## src/core/fiac_pkg.sv

```systemverilog
// Constants and carrier types for the flash/EEPROM access controller.
// Assumes a 20 MHz core clock and an 8-bit special-register port.
package fiac_pkg;

	localparam int unsigned CLK_HZ = 20_000_000;

	localparam logic [7:0] ADDR_CMD = 8'h97;
	localparam logic [7:0] ADDR_WE  = 8'hc9;
	localparam logic [7:0] ADDR_BG  = 8'hf5;
	localparam logic [7:0] ADDR_CW  = 8'hf6;
	localparam logic [7:0] ADDR_AUX = 8'hf7;

	localparam logic [7:0] CMD_UNLOCK  = 8'h65;
	localparam logic [7:0] CMD_FLASHWE = 8'h47;
	localparam logic [7:0] CMD_EEPROM_WRITE_ENABLE   = 8'he2;

	localparam int BIT_UNLOCK = 0;
	localparam int BIT_FWE    = 7;
	localparam int BIT_TO     = 6;
	localparam int BIT_EWE    = 5;
	localparam int BIT_SEL_LO = 1;
	localparam int BIT_LOCK   = 1;
	localparam logic [7:0] AUX_RESET = 8'h06;
	localparam logic [7:0] AUX_MASK  = 8'hf7;

	localparam logic [15:0] LOCK_END   = 16'h01ff;
	localparam logic [15:0] WIDE_END   = 16'h3eff;
	localparam logic [15:0] FREE_END   = 16'h3fef;
	localparam logic [15:0] CFG_OPEN   = 16'h3ff7;
	localparam logic [15:0] CFG_HIGH   = 16'h3fff;
	localparam logic [15:0] EE_BASE    = 16'hee00;
	localparam logic [15:0] EE_LAST    = 16'heefe;

	// Times in microseconds (nanoseconds for the EEPROM read, tenths of a millisecond for the watchdog), cycles derived
	localparam int unsigned FLASH_WR_US  = 1000;
	localparam int unsigned EE_WR_US     = 2000;
	localparam int unsigned EE_RD_NS     = 300;
	localparam int unsigned WD1_TENTH_MS = 15;
	localparam int unsigned WD2_TENTH_MS = 58;
	localparam int unsigned WD3_TENTH_MS = 117;
	localparam int unsigned FLASH_WR_CYC = FLASH_WR_US * (CLK_HZ / 1_000_000);
	localparam int unsigned EE_WR_CYC    = EE_WR_US * (CLK_HZ / 1_000_000);
	localparam int unsigned EE_RD_CYC    =
		(EE_RD_NS * (CLK_HZ / 1_000_000) + 999) / 1000;
	localparam int unsigned WD1_CYC = WD1_TENTH_MS * (CLK_HZ / 10_000);
	localparam int unsigned WD2_CYC = WD2_TENTH_MS * (CLK_HZ / 10_000);
	localparam int unsigned WD3_CYC = WD3_TENTH_MS * (CLK_HZ / 10_000);

	typedef enum logic [1:0] {
		ST_IDLE  = 2'b00,
		ST_WRITE = 2'b01,
		ST_READ  = 2'b10
	} fiac_state_type;

	typedef struct packed {
		logic        rd;
		logic        wr;
		logic [7:0]  addr;
		logic [7:0]  wdata;
	} fiac_sfr_type;

	typedef struct packed {
		logic        code_rd;
		logic        data_rd;
		logic        data_wr;
		logic [15:0] addr;
		logic [7:0]  wdata;
	} fiac_mem_type;

endpackage

```

## src/core/fiac_ctrl.sv

```systemverilog
// Access control and write sequencing for in-application flash and
// data EEPROM programming. The cell arrays sit outside: this block
// issues single-byte program strobes to them and read strobes to the EEPROM.
// Assumes CPU requests are synchronous to core_clk and held stable
// while cpu_wait is high.
`timescale 1ns/1ps
module fiac_ctrl
	import fiac_pkg::*;
#(
	parameter int unsigned FLASH_WR_CYCLES = FLASH_WR_CYC,
	parameter int unsigned EE_WR_CYCLES    = EE_WR_CYC,
	parameter int unsigned WD1_CYCLES      = WD1_CYC,
	parameter int unsigned WD2_CYCLES      = WD2_CYC,
	parameter int unsigned WD3_CYCLES      = WD3_CYC
)
(
	input  wire logic         core_clk,
	input  wire logic         rst_n,
	input  wire logic         por_load,
	input  wire logic [7:0]   config_word_low,
	input  wire logic [7:0]   config_word_bandgap,
	input  wire logic         code_read_lock,
	input  wire fiac_sfr_type sfr,
	input  wire fiac_mem_type mem,
	input  wire logic         cell_done,
	output logic [7:0]        sfr_rdata,
	output logic              cpu_wait,
	output logic              access_denied,
	output logic              flash_prog,
	output logic              eeprom_prog,
	output logic              eeprom_rd,
	output logic [15:0]       cell_addr,
	output logic [7:0]        cell_wdata,
	output logic [7:0]        ctrl_low_q,
	output logic [7:0]        ctrl_bg_q
);

	fiac_state_type state_q, state_d;
	logic        unlock_q, unlock_d;
	logic        fwe_q, fwe_d;
	logic        ewe_q, ewe_d;
	logic        to_q, to_d;
	logic [7:0]  aux_q, aux_d;
	logic [7:0]  low_d, bg_d;
	logic [23:0] cnt_q, cnt_d;
	logic [23:0] wd_q, wd_d;
	logic        is_ee_op_q, is_ee_op_d;
	logic [7:0]  rdata_d;
	logic        wait_d, deny_d, fprog_d, eprog_d, erd_d;
	logic [15:0] caddr_d;
	logic [7:0]  cwdata_d;
	logic        is_flash, is_eeprom, code_ok, data_ok;
	logic        por_m_q, por_s_q;
	logic [1:0]  sel;
	logic [23:0] wd_limit;

	// Strap pulse passes two flops; only the second is read
	always_ff @(posedge core_clk or negedge rst_n) begin
		if (!rst_n) begin
			por_m_q <= 1'b0;
			por_s_q <= 1'b0;
		end else begin
			por_m_q <= por_load;
			por_s_q <= por_m_q;
		end
	end

	fiac_region u_region (
		.addr             (mem.addr),
		.code_read_lock   (code_read_lock),
		.wide_unlock_flag (unlock_q),
		.is_flash         (is_flash),
		.is_eeprom        (is_eeprom),
		.code_ok          (code_ok),
		.data_ok          (data_ok)
	);

	assign sel = aux_q[BIT_SEL_LO +: 2];

	always_comb begin
		case (sel)
			2'b01:   wd_limit = 24'(WD1_CYCLES);
			2'b10:   wd_limit = 24'(WD2_CYCLES);
			2'b11:   wd_limit = 24'(WD3_CYCLES);
			default: wd_limit = 24'h000000;
		endcase
	end

	////////////////////////////////////////////////////////////////////
	// Registers, write sequencer and read port
	always_comb begin
		state_d    = state_q;
		unlock_d   = unlock_q;
		fwe_d      = fwe_q;
		ewe_d      = ewe_q;
		to_d       = to_q;
		aux_d      = aux_q;
		low_d      = ctrl_low_q;
		bg_d       = ctrl_bg_q;
		cnt_d      = cnt_q;
		wd_d       = wd_q;
		is_ee_op_d = is_ee_op_q;
		wait_d     = cpu_wait;
		deny_d     = 1'b0;
		fprog_d    = 1'b0;
		eprog_d    = 1'b0;
		erd_d      = 1'b0;
		caddr_d    = cell_addr;
		cwdata_d   = cell_wdata;
		rdata_d    = 8'h00;

		if (sfr.wr) begin
			case (sfr.addr)
				ADDR_CMD: unlock_d = (sfr.wdata == CMD_UNLOCK);
				ADDR_WE: begin
					fwe_d = (sfr.wdata == CMD_FLASHWE);
					ewe_d = (sfr.wdata == CMD_EEPROM_WRITE_ENABLE);
				end
				ADDR_AUX: aux_d = sfr.wdata & AUX_MASK;
				ADDR_CW:  low_d = sfr.wdata;
				ADDR_BG:  bg_d  = sfr.wdata;
				default: ;
			endcase
		end
		if (sfr.rd) begin
			case (sfr.addr)
				ADDR_CMD: rdata_d[BIT_UNLOCK] = unlock_q;
				ADDR_WE: begin
					rdata_d[BIT_FWE] = fwe_q;
					rdata_d[BIT_TO]  = to_q;
					rdata_d[BIT_EWE] = ewe_q;
				end
				ADDR_AUX: rdata_d = aux_q;
				ADDR_CW:  rdata_d = ctrl_low_q;
				ADDR_BG:  rdata_d = ctrl_bg_q;
				default:  rdata_d = 8'h00;
			endcase
		end
		if (por_s_q) begin
			low_d = config_word_low;
			bg_d  = config_word_bandgap;
		end

		case (state_q)
			ST_IDLE: begin
				wait_d = 1'b0;
				if (mem.data_wr) begin
					caddr_d  = mem.addr;
					cwdata_d = mem.wdata;
					if (is_flash && fwe_q && data_ok) begin
						fprog_d    = 1'b1;
						wait_d     = 1'b1;
						is_ee_op_d = 1'b0;
						cnt_d      = 24'(FLASH_WR_CYCLES);
						wd_d       = 24'h000000;
						state_d    = ST_WRITE;
					end else if (is_eeprom && ewe_q) begin
						eprog_d    = 1'b1;
						wait_d     = 1'b1;
						is_ee_op_d = 1'b1;
						cnt_d      = 24'(EE_WR_CYCLES);
						wd_d       = 24'h000000;
						state_d    = ST_WRITE;
					end else begin
						deny_d = 1'b1;
					end
				end else if (mem.data_rd && is_eeprom) begin
					caddr_d = mem.addr;
					erd_d   = 1'b1;
					wait_d  = 1'b1;
					cnt_d   = 24'(EE_RD_CYC);
					state_d = ST_READ;
				end else if ((mem.data_rd && !data_ok
					&& (mem.addr <= CFG_HIGH))
					|| (mem.code_rd && !code_ok)) begin
					deny_d = 1'b1;
				end
				// Flash reads go straight to the array, no wait
			end
			ST_WRITE: begin
				cnt_d = (cnt_q != 24'h000000) ? cnt_q - 24'h000001 : cnt_q;
				wd_d  = wd_q + 24'h000001;
				if ((wd_limit != 24'h000000) && (wd_q >= wd_limit)) begin
					to_d    = 1'b1;
					wait_d  = 1'b0;
					state_d = ST_IDLE;
				// Ends on the count's last cycle or on cell_done: stall is at most the count
				end else if (cell_done || cnt_q <= 24'h000001) begin
					wait_d  = 1'b0;
					state_d = ST_IDLE;
				end
			end
			ST_READ: begin
				cnt_d = cnt_q - 24'h000001;
				if (cnt_q <= 24'h000001) begin
					wait_d  = 1'b0;
					state_d = ST_IDLE;
				end
			end
			default: begin
				wait_d  = 1'b0;
				state_d = ST_IDLE;
			end
		endcase

		// Timeout clears with its enable; a new timeout still wins
		if (!(is_ee_op_q ? ewe_d : fwe_d) && !(to_d && !to_q))
			to_d = 1'b0;
	end

	always_ff @(posedge core_clk or negedge rst_n) begin
		if (!rst_n) begin
			state_q       <= ST_IDLE;
			unlock_q      <= 1'b0;
			fwe_q         <= 1'b0;
			ewe_q         <= 1'b0;
			to_q          <= 1'b0;
			aux_q         <= AUX_RESET;
			ctrl_low_q    <= 8'h00;
			ctrl_bg_q     <= 8'h00;
			cnt_q         <= 24'h000000;
			wd_q          <= 24'h000000;
			is_ee_op_q    <= 1'b0;
			sfr_rdata     <= 8'h00;
			cpu_wait      <= 1'b0;
			access_denied <= 1'b0;
			flash_prog    <= 1'b0;
			eeprom_prog   <= 1'b0;
			eeprom_rd     <= 1'b0;
			cell_addr     <= 16'h0000;
			cell_wdata    <= 8'h00;
		end else begin
			state_q       <= state_d;
			unlock_q      <= unlock_d;
			fwe_q         <= fwe_d;
			ewe_q         <= ewe_d;
			to_q          <= to_d;
			aux_q         <= aux_d;
			ctrl_low_q    <= low_d;
			ctrl_bg_q     <= bg_d;
			cnt_q         <= cnt_d;
			wd_q          <= wd_d;
			is_ee_op_q    <= is_ee_op_d;
			sfr_rdata     <= rdata_d;
			cpu_wait      <= wait_d;
			access_denied <= deny_d;
			flash_prog    <= fprog_d;
			eeprom_prog   <= eprog_d;
			eeprom_rd     <= erd_d;
			cell_addr     <= caddr_d;
			cell_wdata    <= cwdata_d;
		end
	end
endmodule

```

## src/core/fiac_region.sv

```systemverilog
// Address decode of the flash and EEPROM windows against protection.
// Pure combinational; the caller registers the results.
`timescale 1ns/1ps
module fiac_region
	import fiac_pkg::*;
(
	input  wire logic [15:0] addr,
	input  wire logic        code_read_lock,
	input  wire logic        wide_unlock_flag,
	output logic             is_flash,
	output logic             is_eeprom,
	output logic             code_ok,
	output logic             data_ok
);

	always_comb begin
		is_flash  = (addr < CFG_HIGH);
		is_eeprom = (addr >= EE_BASE) && (addr <= EE_LAST) && !addr[0];
		code_ok   = 1'b0;
		data_ok   = 1'b0;
		if (addr <= LOCK_END) begin
			code_ok = !code_read_lock;
			data_ok = !code_read_lock && wide_unlock_flag;
		end else if (addr <= WIDE_END) begin
			code_ok = 1'b1;
			data_ok = wide_unlock_flag;
		end else if (addr <= FREE_END) begin
			code_ok = 1'b1;
			data_ok = 1'b1;
		end else if (addr <= CFG_OPEN) begin
			code_ok = 1'b1;
			data_ok = 1'b1;
		end else if (addr < CFG_HIGH) begin
			code_ok = 1'b1;
			data_ok = wide_unlock_flag;
		end else if (addr == CFG_HIGH) begin
			code_ok = 1'b1;
		end else begin
			data_ok = is_eeprom;
		end
	end

endmodule

```

## config.mk

```make
export PLATFORM = sky130hd
export DESIGN_NAME = fiac_ctrl
export DESIGN_NICKNAME = d
export VERILOG_FILES = /design/src/core/fiac_pkg.sv /design/src/core/fiac_ctrl.sv /design/src/core/fiac_region.sv
export SDC_FILE = /design/constraint.sdc
export NUM_CORES = 1
export LEC_CHECK = 0
export ABC_AREA = 1
export BUFFER_PORTS_ARGS = -buffer_cell sky130_fd_sc_hd__buf_4
export CORE_MARGIN = 3
export CORE_UTILIZATION = 50
export DETAILED_ROUTE_END_ITERATION = 10
export PLACE_DENSITY_LB_ADDON = 0.2
export SYNTH_ARGS = -nofsm -noshare
export SYNTH_HDL_FRONTEND = slang
export SYNTH_HIERARCHICAL = 1
export SYNTH_SLANG_ARGS = --single-unit
```

## constraint.sdc

```tcl
create_clock -name core_clk -period 5.9 [get_ports core_clk]
set_input_delay 1.18 -clock core_clk [delete_from_list [all_inputs] [get_ports core_clk]]
set_output_delay 1.18 -clock core_clk [all_outputs]
set_load 0.1 [all_outputs]
```

== Word level (Yosys, flattened, before mapping) ==
Cells that the tools add are included.

* Register bits: 117
* Latch bits: 0
* Bits in writable memories: 0
* Bits in read-only memories: 0
* Output and inout bits: 53
* Memories kept: 0

* Add/sub/neg operators: 2
* Multipliers: 0
* Divide/modulo/power cells: 0
* Magnitude comparators: 10
* Equality and inequality tests: 21
* Shift-type cells: 0
* Muxes and demuxes: 75
* Bitwise logic cells: 0
* Reductions and logical operators: 43

{| class="wikitable"
|+ Operator list
! cell !! number
|-
| two-way mux 24 bit || 8
|-
| one-hot mux 24 bit (3 select lines) || 1
|-
| <= comparator 16 x 14 -> 1 bit, second input constant || 4
|-
| two-way mux 8 bit || 7
|-
| one-hot mux 18 bit (3 select lines) || 1
|-
| equality test 8 bit, second input constant || 6
|-
| one-hot mux 24 bit (2 select lines) || 1
|-
| nonzero test 24 bit || 2
|-
| two-way mux 1 bit || 43
|-
| two-way mux 16 bit || 2
|-
| adder 24 x 1 -> 24 bit, second input constant || 1
|-
| >= comparator 24 bit || 1
|-
| <= comparator 24 x 1 -> 1 bit, second input constant || 1
|-
| subtractor 24 x 1 -> 24 bit, second input constant || 1
|-
| equality test 16 x 14 -> 1 bit, second input constant || 1
|-
| equality test 8 x 7 -> 1 bit, second input constant || 2
|-
| >= comparator 16 bit, second input constant || 1
|-
| <= comparator 16 bit, second input constant || 1
|-
| <= comparator 16 x 9 -> 1 bit, second input constant || 1
|-
| < comparator 16 x 14 -> 1 bit, second input constant || 1
|-
| two-way mux 2 bit || 7
|-
| AND reduction 2 bit || 7
|-
| logical AND 1 bit || 13
|-
| one-hot mux 3 bit (4 select lines) || 1
|-
| other kinds (16) || 37
|}

== Logic depth before layout (Yosys ltp) ==
* Word-level depth: 17
* Gate-level depth with buffers: 20

== Cells and area by module ==
Netlist, hierarchy kept.

{| class="wikitable"
|+ By module, submodules not included
! module !! instances !! cells an instance !! area each (um2) !! seq. area each (um2)
|-
| fiac_ctrl || 1 || 861 || 6645.1 || 2930.3
|-
| fiac_region || 1 || 45 || 196.4 || 0.0
|}

== Worst setup path after synthesis ==
No wires, ideal clock.

* Path type: input to register
* Start point: input mem[22] in the netlist's numbering
* End point: register cnt_q[12]
* Library setup time: 0.129 ns
* Arrival time: 2.700 ns
* Slack: 3.071 ns
* Stages on the path: 17
* Buffers on the path: 1
* Path through: nor2_4 nand2_2 nor2_2 o211ai_1 nand3_1 nand2_1 nand2_1 inv_1 nor2_2 o21ai_0 o21ai_1 nor2_1 nor2_2 nand2_2 buf_6 nor2_2 a22oi_1

* Cells in the longest elaborated chain, start to end: 13

{| class="wikitable"
|+ RTL lines
! what !! line !! RTL
|-
| from (decl) || fiac_ctrl.sv:24 || <nowiki>input wire fiac_mem_type mem,</nowiki>
|-
| >= comparator 16 bit / <= comparator 16 bit (equally long branches) || fiac_region.sv:18 || <nowiki>is_eeprom = (addr >= EE_BASE) && (addr <= EE_LAST) && !addr[0];</nowiki>
|-
| logical AND 1 bit (2 in series) || fiac_region.sv:18 ||
|-
| two-way mux 1 bit || fiac_region.sv:36 || <nowiki>end else if (addr == CFG_HIGH) begin</nowiki>
|-
| two-way mux 1 bit || fiac_region.sv:33 || <nowiki>end else if (addr < CFG_HIGH) begin</nowiki>
|-
| two-way mux 1 bit || fiac_region.sv:30 || <nowiki>end else if (addr <= CFG_OPEN) begin</nowiki>
|-
| two-way mux 1 bit || fiac_region.sv:27 || <nowiki>end else if (addr <= FREE_END) begin</nowiki>
|-
| two-way mux 1 bit || fiac_region.sv:24 || <nowiki>end else if (addr <= WIDE_END) begin</nowiki>
|-
| two-way mux 1 bit (*) || fiac_region.sv:21 || <nowiki>if (addr <= LOCK_END) begin</nowiki>
|-
| net data_ok || fiac_ctrl.sv:52 || <nowiki>logic is_flash, is_eeprom, code_ok, data_ok;</nowiki>
|-
| logical AND 1 bit (*) || fiac_ctrl.sv:150 || <nowiki>if (is_flash && fwe_q && data_ok) begin</nowiki>
|-
| two-way mux 24 bit || fiac_ctrl.sv:150 ||
|-
| two-way mux 24 bit || fiac_ctrl.sv:147 || <nowiki>if (mem.data_wr) begin</nowiki>
|-
| one-hot mux 24 bit (3 select lines) || fiac_ctrl.sv:144 || <nowiki>case (state_q)</nowiki>
|-
| to (signal assigned) || fiac_ctrl.sv:241 || <nowiki>cnt_q <= cnt_d;</nowiki>
|-
| to (decl) || fiac_ctrl.sv:45 || <nowiki>logic [23:0] cnt_q, cnt_d;</nowiki>
|}

Mark *: on every way through the listed nets, which the timed path passes. The rest lies on a longest branch.
A chain may end at the register's enable or synchronous reset.

== Final worst setup path ==
* Start point: input mem[22] in the netlist's numbering
* End point: register cnt_q[2]

Same word-level chain as after synthesis.

==> flow_summary.toml <==
[yosys]
synth_ff_type = "dfrtp_1"
synth_cells = 906
synth.most_common_cell = "nand2_1"
ys_types = 49
ys_top_cells_by_area = "dfrtp_1 42%, nand2_1 13%, inv_1 6.4%"
yosysWarnings = 6
synth_edf_count = 0
syn_area_per_cell_um2 = 7.55
synth_top_cell_area_share_pct = 42.1
synth-seq-cells = 117
synth_commonest_cells = "241 x nand2_1, 116 x inv_1, 115 x dfrtp_1, 90 x nor2_1, 67 x o21ai_0"
synth_area_leader_cell = "dfrtp_1"
syn_area_um2 = 6840
ys_seq_area_share_pct = 42.8
async_flop_share_pct = 100
syn_nets = 995

[timing]
setup_viol_count_final = 0
finalSetupTns_ns = 0
hold_viol = 0
fin_crit_sh_pct = 52.7
tightest_slew_ns = 0.979
holdWs_ns = 0.350
grt_setup_unrepaired = "false"
slew_headroom_pct = 34.7
max_freq_mhz = 321
fin_skew_ns = 0.0108
maxSlewViolCount = 0
period_needed_ns = 3.11

[grt]
antenna_found_initial = 0
grt_start_max_net_pins = 60
globalRouteOverflowTotal = 0
grt_usage_pct = 23.7
grt_pass1_vias = 6071
grt_pass1_wl_um = 28400

[worst_setup_path]
cp-startpoint = "mem[22]"
critPathBufInv = 3
path_max_fanout = 32
crit_type = "in -> reg"
r2r_start = "state_q[1]"
worstPathCellList = "buf_4 > nor2_4 > nand2_2 > nor2_2 > nand2_1 > nand3_1 > nand3_1 > nand2_1 > nand2_1 > inv_1 > nor2_2 > o21ai_0 > o21ai_1 > nor2_1 > nor2_2 > nand2_2 > inv_2 > o21ai_0 > o21ai_0"
endpoint_kind = "flip-flop"
arrival_ns = 3.41
critPathTopFamily = "simple AND/OR/NAND/NOR gates"
slowest_delay_ns = 0.40
cp-start-kind = "primary input"
critPathRequiredTime_ns = 6.20
slowest_stage = "nand2_2"

[layout]
regArea_um2 = 2930
finish.utilization_pct = 63.4
diodes = 0
syn2layout_area_growth_pct = 23.3
final_nets = 1114
fill_cells = 1174
drive_gt1_share_pct = 19.5
final_cells = 1214
multi_input_area_um2 = 3340

[power_and_ir_drop]
vdd_drop_max_v = 0.000460
leakagePower_nw = 4.30
power_density_nw_per_um2 = 462

[clock_network]
clockRootBuffer = "clkbuf_16"
cts.path.max_buffers = 2
clkSlewWorstSetupHoldPaths_ns = 0.06
clkLatencyLatePin_ns = 0.42
hold_buffers = 0
tritoncts = "built"
cts.sinks = 117
htree_levels = 4
cts_made_buffers = 17
cts_resized = 0
postCtsSetupBuffers = 0

[routing]
vias = 6322
drt_iter0_markers = 346
wl_um = 16800
drc_errors = 0
drt_first_pass_iters = 5
viasPerCell = 5.21
wl_per_cell_um = 13.8
drtAntennaViolNets = 0

[place]
io_buffers = 118
place_inst = 1182
gp_congestion = 0.933
post-dp-hpwl_um = 12500

[hold_path]
worstHoldPathType = "reg -> reg"
min_from = "por_m_q"

[floorplanning]
core_area_um2 = 13300
initial_utilization_pct = 51.5
ios = 119
die_h_um = 123
die_x_um = 123
rows = 42
dieArea_um2 = 15100

[run_status]
status = "finished, final reports clean"

[flow_run]
drv_cap = 0
report_power, final:
group	switching [W]	total, W	internal, W
logic	0.00133	0.00175	0.000420
registers	0.000140	0.00111	0.000973
clock network	0.000394	0.00103	0.000637
total	0.00186	0.00389	0.00203
sequential cells by signal, summed over array words and instances (netlist names), 2 cells and up:
name	count
ctrl_bg_q	8
state_q	2
cnt_q	24
cell_wdata	8
sfr_rdata	8
wd_q	24
aux_q	7
cell_addr	16
ctrl_low_q	8
per-stage QoR:
step / total power, W / setup slack [ns] / cell area (µm²)
floorplan: 0.00248 / 3.07 / 6840
global placement: 0.00286 / 2.41 / 7840
detailed placement: 0.00287 / 2.34 / 7840
CTS: 0.00392 / 2.77 / 8430
global route: 0.00411 / 2.42 / 8430
finish: 0.00389 / 2.79 / 8430
worst paths after layout:
check                               endpoint  slack (ns)  cells after the start
max in group asynchronous       sfr_rdata[6]        3.86                      2
worst max register to register      wd_q[12]        3.29                      9
worst min register to register       por_s_q        0.35                      0
min in group asynchronous          cnt_q[16]        0.83                      1
worst max-delay path                cnt_q[2]        2.79                     19
worst min-delay path                 por_s_q        0.35                      0
kinds of logic after synthesis:
| family | Yosys count | synth area share, % |
|---|---|---|
| buf+inv | 142 | 8.41 |
| fa+ha+maj | 23 | 4.21 |
| flops | 117 | 42.8 |
| mux | 15 | 2.45 |
| simple gates | 451 | 28.5 |
| compound gates | 145 | 11.9 |
| xor+xnor | 13 | 1.66 |
final cells by class:
class	count	area share [%]
Sequential cell	117	34.7
Inverter	123	5.50
Tap cell	176	2.61
Multi-Input combinational cell	647	39.5
Clock inverter	13	1.75
Clock buffer	19	5.25
Timing Repair Buffer	119	10.6
routing by layer:
metal | routed length (µm) | global-route usage [%]
met1 | 7630 | 31.7
met3 | 1020 | 6.27
met4 | 322 | 8.24
met5 | 0 | 0
met2 | 7790 | 37.3
cells in the final DEF, fill, tap and decap left out, types with 17 or more instances in the layout:
cell	Yosys	final
nand2_1	241	241
buf_4	3	119
inv_1	116	116
dfrtp_1	115	115
nor2_1	90	90
o21ai_0	67	67
a21oi_1	46	46
nand3_1	42	42
ha_1	23	23
nand4_1	21	21
nor3_1	21	21
clkbuf_16	0	17
Note: power is estimated with default switching activity, not from simulation.
